===== config.mk =====
export PLATFORM = sky130hd
export DESIGN_NAME = mss_supervisor
export DESIGN_NICKNAME = d
export VERILOG_FILES = /design/src/inc/mss_pkg.sv /design/src/mss_supervisor.sv
export VERILOG_INCLUDE_DIRS = /design/src /design/src/inc
export SDC_FILE = /design/constraint.sdc
export NUM_CORES = 1
export LEC_CHECK = 0
export BUFFER_PORTS_ARGS = -buffer_cell sky130_fd_sc_hd__buf_2
export CELL_PAD_IN_SITES_DETAIL_PLACEMENT = 0
export CELL_PAD_IN_SITES_GLOBAL_PLACEMENT = 1
export CORE_MARGIN = 2
export CORE_UTILIZATION = 50
export DETAILED_ROUTE_END_ITERATION = 10
export PLACE_DENSITY_LB_ADDON = 0.1
export SYNTH_ARGS = -nofsm -noshare
export SYNTH_HDL_FRONTEND = slang
export SYNTH_SLANG_ARGS = --single-unit

===== constraint.sdc =====
create_clock -name clock -period 4.9 [get_ports clock]
set_input_delay 0.735 -clock clock [delete_from_list [all_inputs] [get_ports clock]]
set_output_delay 0.735 -clock clock [all_outputs]
set_load 0.1 [all_outputs]

===== src/inc/mss_cfg.svh =====
// Purpose: Constants for the motor starter supervisor.
// Assumes: Included by its bare name.
// Notes: Times are counted in scan clock ticks.
`ifndef MSS_CFG_SVH
`define MSS_CFG_SVH
`define MSS_CLK_NS 50
`define MSS_TIME_W 16
`define MSS_MON_TICKS_DEF 16'h0064
`define MSS_RDY_TICKS_DEF 16'h00C8
`define MSS_ADDR_W 4
`define MSS_OFS_CTRL 4'h0
`define MSS_OFS_MON 4'h1
`define MSS_OFS_RDY 4'h2
`define MSS_OFS_STAT 4'h3
`define MSS_OFS_IRQ_STAT 4'h4
`define MSS_OFS_IRQ_CLR 4'h5
`define MSS_OFS_IRQ_EN 4'h6
`define MSS_OFS_ALARM_EN 4'h7
`define MSS_CTRL_JOG_INHIBIT 0
`define MSS_CTRL_AUTO 1
`define MSS_CTRL_LOCAL 2
`define MSS_CTRL_CHECK 3
`define MSS_CTRL_RST 4'h1
`define MSS_EV_W 4
`define MSS_EV_FAIL 0
`define MSS_EV_RUN 1
`define MSS_EV_STOP 2
`define MSS_EV_ALARM 3
`endif


===== src/inc/mss_pkg.sv =====
// Purpose: Types for the motor starter supervisor.
// Assumes: Configuration header is on the include path.
// Notes: Field inputs travel together as one struct.
`include "mss_cfg.svh"
package mss_pkg;
    typedef enum logic [2:0] {
        MSS_IDLE = 3'h0,
        MSS_STARTING = 3'h1,
        MSS_RUNNING = 3'h3,
        MSS_FAILED = 3'h2
    } mss_state_t;
    typedef struct packed {
        logic feedback;
        logic safety_ok;
        logic machine_protect_ok;
        logic isolator_ok;
        logic supply_ok;
        logic thermal_ok;
        logic local_start;
    } mss_field_t;
    typedef struct packed {
        logic start;
        logic stop;
        logic restart;
        logic ack;
        logic jog;
    } mss_cmd_t;
endpackage : mss_pkg


===== src/mss_supervisor.sv =====
// Purpose: Supervises one motor or valve starter with feedback and interlock checks.
// Assumes: All inputs are synchronous to clock; registers on a simple strobe port.
// Notes: Status alarm inputs are gated by the check flag in the control register.
`timescale 1ns/10ps
`include "mss_cfg.svh"
module mss_supervisor (
    // Clock and reset.
    input wire logic clock,
    input wire logic nrst,
    input wire logic clk_en,
    // Field side.
    input wire mss_pkg::mss_field_t field,
    input wire logic [7:0] status_alarm_in,
    output logic start_cmd,
    // Parent control group and operator.
    input wire mss_pkg::mss_cmd_t cmd,
    output logic running,
    output logic ready_for_auto,
    output logic alarm,
    output logic failed,
    output logic irq,
    // Register port.
    input wire logic [`MSS_ADDR_W-1:0] reg_addr,
    input wire logic [15:0] reg_wdata,
    input wire logic reg_wr,
    input wire logic reg_rd,
    output logic [15:0] reg_rdata
);
    import mss_pkg::*;

    typedef struct packed {
        mss_state_t st;
        logic [`MSS_TIME_W-1:0] tmr;
        logic [`MSS_TIME_W-1:0] mon_time;
        logic [`MSS_TIME_W-1:0] rdy_time;
        logic [3:0] ctrl;
        logic [7:0] alarm_en;
        logic [`MSS_EV_W-1:0] ev_stat;
        logic [`MSS_EV_W-1:0] ev_en;
        logic fail_latch;
        logic alarm_latch;
        logic jogging;
        logic start_cmd;
        logic running;
        logic ready;
        logic irq;
        logic [15:0] rdata;
    } mss_regs_t;

    mss_regs_t s_reg;
    mss_regs_t s_next;

    logic jog_inhibit;
    logic auto_mode;
    logic local_mode;
    logic check_flag;
    logic perm_ok;
    logic alarm_cond;
    logic stopping;
    logic fb_ok;
    logic [`MSS_EV_W-1:0] ev;

    // Permissives; safety interlock can never be bridged, protection only by local start.
    function automatic logic run_permit(input mss_field_t f, input logic loc);
        run_permit = f.safety_ok & (f.machine_protect_ok | (loc & f.local_start))
            & f.isolator_ok & f.supply_ok & f.thermal_ok;
    endfunction : run_permit

    // Control bits decoded from the control register.
    always_comb begin
        jog_inhibit = s_reg.ctrl[`MSS_CTRL_JOG_INHIBIT];
        auto_mode = s_reg.ctrl[`MSS_CTRL_AUTO];
        local_mode = s_reg.ctrl[`MSS_CTRL_LOCAL];
        check_flag = s_reg.ctrl[`MSS_CTRL_CHECK];
        perm_ok = run_permit(field, local_mode);
        fb_ok = field.feedback;
        alarm_cond = check_flag & (|(status_alarm_in & s_reg.alarm_en));
    end

    // Next-state logic: sequence, timers, alarm latch and registers in one place.
    always_comb begin
        s_next = s_reg;
        ev = '0;
        stopping = 1'b0;
        case (s_reg.st)
            MSS_IDLE: begin
                s_next.tmr = '0;
                if (cmd.start && perm_ok) begin
                    s_next.st = MSS_STARTING;
                    s_next.start_cmd = 1'b1;
                    s_next.jogging = 1'b0;
                end else if (cmd.jog && !jog_inhibit && perm_ok) begin
                    s_next.st = MSS_STARTING;
                    s_next.start_cmd = 1'b1;
                    s_next.jogging = 1'b1;
                end
            end
            MSS_STARTING: begin
                // Equality keeps the compare small; shrinking a time mid-count lets the timer run round.
                if (s_reg.tmr != s_reg.mon_time) begin
                    s_next.tmr = s_reg.tmr + 1'b1;
                end
                if (!perm_ok) begin
                    s_next.st = MSS_FAILED;
                end else if (s_reg.tmr == s_reg.mon_time) begin
                    if (fb_ok) begin
                        s_next.st = MSS_RUNNING;
                        s_next.running = 1'b1;
                        s_next.tmr = '0;
                        ev[`MSS_EV_RUN] = 1'b1;
                    end else begin
                        s_next.st = MSS_FAILED;
                    end
                end
            end
            MSS_RUNNING: begin
                if (s_reg.tmr != s_reg.rdy_time) begin
                    s_next.tmr = s_reg.tmr + 1'b1;
                end else if (auto_mode) begin
                    s_next.ready = 1'b1;
                end
                if (!perm_ok || !fb_ok) begin
                    s_next.st = MSS_FAILED;
                end
            end
            MSS_FAILED: begin
                if (cmd.restart) begin
                    s_next.st = MSS_IDLE;
                end
            end
            default: begin
                s_next.st = MSS_IDLE;
            end
        endcase
        // Operator stop, jog release or failure ends the run at once.
        if (s_reg.st != MSS_IDLE && s_reg.st != MSS_FAILED &&
            (cmd.stop || (s_reg.jogging && !cmd.jog))) begin
            s_next.st = MSS_IDLE;
        end
        if (s_next.st == MSS_IDLE || s_next.st == MSS_FAILED) begin
            stopping = s_reg.start_cmd;
            s_next.start_cmd = 1'b0;
            s_next.running = 1'b0;
            s_next.ready = 1'b0;
            s_next.jogging = 1'b0;
        end
        if (s_next.st == MSS_FAILED && s_reg.st != MSS_FAILED) begin
            s_next.fail_latch = 1'b1;
            ev[`MSS_EV_FAIL] = 1'b1;
        end
        if (s_reg.st == MSS_FAILED && s_next.st == MSS_IDLE) begin
            s_next.fail_latch = 1'b0;
        end
        ev[`MSS_EV_STOP] = stopping;
        // Alarm holds until conditions are gone and then an acknowledge arrives.
        if (alarm_cond || s_next.fail_latch) begin
            s_next.alarm_latch = 1'b1;
            ev[`MSS_EV_ALARM] = ~s_reg.alarm_latch;
        end else if (cmd.ack) begin
            s_next.alarm_latch = 1'b0;
        end
        // Register writes.
        if (reg_wr) begin
            case (reg_addr)
                `MSS_OFS_CTRL: s_next.ctrl = reg_wdata[3:0];
                `MSS_OFS_MON: s_next.mon_time = reg_wdata;
                `MSS_OFS_RDY: s_next.rdy_time = reg_wdata;
                `MSS_OFS_IRQ_CLR: s_next.ev_stat = s_reg.ev_stat & ~reg_wdata[`MSS_EV_W-1:0];
                `MSS_OFS_IRQ_EN: s_next.ev_en = reg_wdata[`MSS_EV_W-1:0];
                `MSS_OFS_ALARM_EN: s_next.alarm_en = reg_wdata[7:0];
                default: begin
                end
            endcase
        end
        // A new event wins over a clear in the same cycle.
        s_next.ev_stat = s_next.ev_stat | ev;
        s_next.irq = |(s_next.ev_stat & s_next.ev_en);
        // Reads answer one cycle later; unmapped addresses read zero.
        s_next.rdata = '0;
        if (reg_rd) begin
            case (reg_addr)
                `MSS_OFS_CTRL: s_next.rdata = {12'h000, s_reg.ctrl};
                `MSS_OFS_MON: s_next.rdata = s_reg.mon_time;
                `MSS_OFS_RDY: s_next.rdata = s_reg.rdy_time;
                `MSS_OFS_STAT: s_next.rdata = {9'h000, s_reg.st, s_reg.fail_latch, s_reg.alarm_latch,
                    s_reg.running, s_reg.ready};
                `MSS_OFS_IRQ_STAT: s_next.rdata = {12'h000, s_reg.ev_stat};
                `MSS_OFS_IRQ_EN: s_next.rdata = {12'h000, s_reg.ev_en};
                `MSS_OFS_ALARM_EN: s_next.rdata = {8'h00, s_reg.alarm_en};
                default: s_next.rdata = '0;
            endcase
        end
    end

    // State register; clock enable freezes everything.
    always_ff @(posedge clock or negedge nrst) begin
        if (!nrst) begin
            s_reg <= '0;
            s_reg.st <= MSS_IDLE;
            s_reg.mon_time <= `MSS_MON_TICKS_DEF;
            s_reg.rdy_time <= `MSS_RDY_TICKS_DEF;
            s_reg.ctrl <= `MSS_CTRL_RST;
        end else if (clk_en) begin
            s_reg <= s_next;
        end
    end

    assign start_cmd = s_reg.start_cmd;
    assign running = s_reg.running;
    assign ready_for_auto = s_reg.ready;
    assign alarm = s_reg.alarm_latch;
    assign failed = s_reg.fail_latch;
    assign irq = s_reg.irq;
    assign reg_rdata = s_reg.rdata;
endmodule : mss_supervisor


==> impl_table.tex <==
\begin{tabular}{lr}
\hline
Metric & Value \\
\hline
\multicolumn{2}{l}{\textbf{Cells and area}} \\
\quad Fraction of final layout cells with drive strength greater than 1 & 0.321 \\
\quad Ant. Diodes & 0 \\
\quad Most used cells in the layout excluding fill and tap cells & 87 x sky130\_fd\_sc\_hd\_\_dfrtp\_1, 65 x sky130\_fd\_sc\_hd\_\_buf\_2, 52 x sky130\_fd\_sc\_hd\_\_mux2\_2 \\
\quad Final design utilization & 0.554 \\
\quad Number of flip-flops under the largest register name & 68 \\
\quad Area delta synth->final & 8.60\% \\
\quad Filler Cell Count & 944 \\
\quad Nets@finish & 561 \\
\quad Most common library cell in the layout ignoring fill and taps & sky130\_fd\_sc\_hd\_\_dfrtp\_1 \\
\multicolumn{2}{l}{\textbf{Timing}} \\
\quad Period minus WS final & about 2.7 ns \\
\quad Worst Tran Pin Value & 0.818 ns \\
\quad Final setup violation count & 0 \\
\quad Unrepaired setup endpoints after global routing & no \\
\quad Final Slew Violations & 0 \\
\quad Crit share post-route & 0.548 \\
\quad Worst setup skew after layout & 0.0128 ns \\
\quad Hold Fails Final Rpt & 0 \\
\quad Fmax & 373 MHz \\
\quad Setup TNS & 0 ns \\
\quad Worst relative slew slack & 0.455 \\
\multicolumn{2}{l}{\textbf{Detailed routing}} \\
\quad Drt drc & 0 \\
\quad Via-per-instance ratio & 5.86 \\
\quad Vias after detailed routing & 3,841 \\
\quad First-pass iteration count of the detailed router & 5 \\
\quad Post-detailed-routing wire length & 12.7 mm \\
\quad Final antenna-violating net count & 0 \\
\quad Final routed wire length divided by cell count & 19.3 um \\
\quad DRC marker count from the first detailed-route iteration & 212 \\
\multicolumn{2}{l}{\textbf{Clock network}} \\
\quad Count of clock tree sinks & between 90 and 100 \\
\quad Number of post-CTS setup repair buffers & 0 \\
\quad Root cell of the clock tree & sky130\_fd\_sc\_hd\_\_clkbuf\_8 \\
\quad Clk slew on worst S/H paths & 0.09 ns \\
\quad CTS resizes & 0 \\
\quad CTS H-tree depth & 3 \\
\quad Clock insertion delay at the later pin of the skew report & 0.38 ns \\
\quad Post-CTS Hold Buffers & 0 \\
\quad Clock tree from TritonCTS & yes \\
\quad Buffer depth of the longest clock path & 2 \\
\quad Total CTS buffers & 9 \\
\multicolumn{2}{l}{\textbf{Worst setup path}} \\
\quad Kind of critical path & in -> reg \\
\quad Required time at the worst-slack endpoint & 5.16 ns \\
\quad Crit path capture type & register \\
\quad Crit-path cells & buf\_2 > nand2b\_1 > nor3\_2 > and3\_1 > mux2\_2 \\
\quad Arrival time reported for the critical path endpoint & 2.95 ns \\
\quad Delay of the slowest critical-path stage & between 0.7 and 0.8 ns \\
\quad Highest fanout seen on the critical path & 16 \\
\quad Standard cell with the maximum stage delay on the critical path & sky130\_fd\_sc\_hd\_\_and3\_1 \\
\quad CP startpoint kind & input pin \\
\multicolumn{2}{l}{\textbf{Placement}} \\
\quad Weighted congestion at the end of routability-driven global placement & 0.919 \\
\quad Count of input and output buffers & 66 \\
\quad Post-DP HPWL & 9.45 mm \\
\multicolumn{2}{l}{\textbf{Synth}} \\
\quad Post-synthesis async set-or-reset flop share & 1.00 \\
\quad Synth Area per Inst & 11.0 um2 \\
\quad Number of enable-type register cells in the synthesized netlist & 0 \\
\quad Number of distinct standard cells referenced by the synthesized netlist & 68 \\
\quad Primary FF master, synth & sky130\_fd\_sc\_hd\_\_dfrtp\_1 \\
\quad Number of standard cells after synthesis & 472 \\
\quad Most area-hungry cell type in the Yosys netlist & sky130\_fd\_sc\_hd\_\_dfrtp\_1 \\
\quad Synthesized Nets & just over 500 \\
\quad Fraction of synthesized cell area taken by the top area cell type & 0.419 \\
\quad Part of the Yosys area used for sequential elements & 0.455 \\
\quad Cell area after synthesis & 5190 um2 \\
\quad Largest cells by area after synthesis & sky130\_fd\_sc\_hd\_\_dfrtp\_1 42\%, sky130\_fd\_sc\_hd\_\_mux2\_2 11\%, sky130\_fd\_sc\_hd\_\_dfstp\_2 3.5\% \\
\quad Number of warnings reported in the yosys synthesis log & 0 \\
\quad Post-synthesis register bit count & 94 \\
\multicolumn{2}{l}{\textbf{GRT}} \\
\quad Maximum number of pins on one net before global-route repair & slightly below 50 \\
\quad Via count of the first global-routing pass & roughly 3,800 \\
\quad Antenna violations before repair & 0 \\
\quad First-pass GRT wire length & roughly 21 mm \\
\quad GRT overflow & 0 \\
\quad GRT Util Overall & 0.239 \\
\multicolumn{2}{l}{\textbf{Power}} \\
\quad Power per cell area & 335 nW/um2 \\
\quad Max rail drop VDD & approximately 0.00015 V \\
\quad Leakage dissipation & 2.53 nW \\
\multicolumn{2}{l}{\textbf{Min path}} \\
\quad Path class of the lowest-slack min-delay path & in -> async \\
\multicolumn{2}{l}{\textbf{Die}} \\
\quad FP Rows & 37 \\
\quad Number of ports placed on the die boundary & 67 \\
\quad Starting density of the core & 0.510 \\
\quad Die H & 106 um \\
\quad Die boundary width & 106 um \\
\quad Core ar. & 10,200 um2 \\
\quad Floorplan die area & 11,200 um2 \\
\multicolumn{2}{l}{\textbf{Outcome}} \\
\quad Outcome & finished clean \\
\multicolumn{2}{l}{\textbf{Job}} \\
\quad Number of max-cap violations & 0 \\
\hline
\end{tabular}
[cells in the mapped netlist, drive strengths merged (3+ instances only)]
| master | count |
|---|---|
| nor2b | 5 |
| a22oi | 12 |
| mux2i | 6 |
| a22o | 11 |
| and2 | 3 |
| inv | 10 |
| nor4 | 6 |
| dfrtp | 87 |
| o21ai | 21 |
| xor2 | 16 |
| mux2 | 52 |
| o2bb2ai | 15 |
| xnor2 | 16 |
| nor3 | 5 |
| nand4 | 12 |
| a21o | 9 |
| a21oi | 10 |
| o21a | 4 |
| dfstp | 7 |
| a21boi | 4 |
| clkbuf | 11 |
| nand2b | 6 |
| nand3 | 14 |
| and3 | 8 |
| nor2 | 20 |
| a211oi | 4 |
| buf | 26 |
| or3 | 3 |
| nand2 | 28 |
| o31ai | 9 |
| a31oi | 4 |
[stage by stage]
stage               setup WS [ns]  hold WS (ns)  total power [W]  std cells  cell area [um2]
floorplan                    2.59         0.439          0.00129        472             5190
global placement             1.91         0.464          0.00141        640             5460
detailed placement           1.86         0.468          0.00142        640             5460
CTS                          2.25         0.376          0.00190        656             5640
global route                 2.05         0.400          0.00198        656             5640
finish                       2.22         0.362          0.00189        656             5640
[critical path, delay by kind of cell]
kind / cells / cell delay, ns
multiplexers: 1 / 0.41
buffers and inverters: 1 / 0.30
AND/OR/NAND/NOR: 3 / 1.49
[final timing paths]
kind	endpoint	depth (start not counted)	startpoint	slack [ns]
worst max register to register	irq	7	s_reg[75]	2.42
worst max-delay path	s_reg[47]	5	reg_addr[1]	2.22
worst min-delay path	s_reg[31]	1	nrst	0.36
max in group asynchronous	s_reg[62]	2	nrst	3.51
worst min register to register	reg_rdata[0]	1	reg_rdata[0]	0.49
min in group clock	reg_rdata[0]	1	reg_rdata[0]	0.49
[layer usage]
layer / up-vias / track usage / share of wire
met2: 109 / 0.345 / 0.43
met4: 0 / 0.0705 / 0.012
li1: 1827 / - / -
met1: 1895 / 0.369 / 0.50
met3: 10 / 0.0399 / 0.053
met5: - / 0 / 0
[logic make-up after synthesis]
| kind of cell | count (synthesis) | share of synthesized area |
|---|---|---|
| muxes | 59 | 0.129 |
| and+or+nand+nor | 120 | 0.129 |
| adders and majority gates | 1 | 0.00241 |
| AOI/OAI and AO/OA | 119 | 0.174 |
| buffers and inverters | 47 | 0.0573 |
| xor gates and xnor gates | 32 | 0.0540 |
| DFF | 94 | 0.455 |
[final cells by class]
cell class / instances / area, um2 / area share
Timing Repair Buffer: 69 / 355 / 0.0630
Clock buffer: 9 / 124 / 0.0220
Inverter: 10 / 37.5 / 0.00665
Sequential cell: 94 / 2360 / 0.419
Multi-Input combinational cell: 331 / 2530 / 0.449
Tap cell: 136 / 170 / 0.0302
Clock inverter: 7 / 57.6 / 0.0102
[where the power goes]
part           internal (W)  switching (W)
clock network      0.000190       0.000298
registers          0.000881       0.000108
logic              0.000175       0.000238
total               0.00125       0.000643
Note: power is estimated with default switching activity, not from simulation.
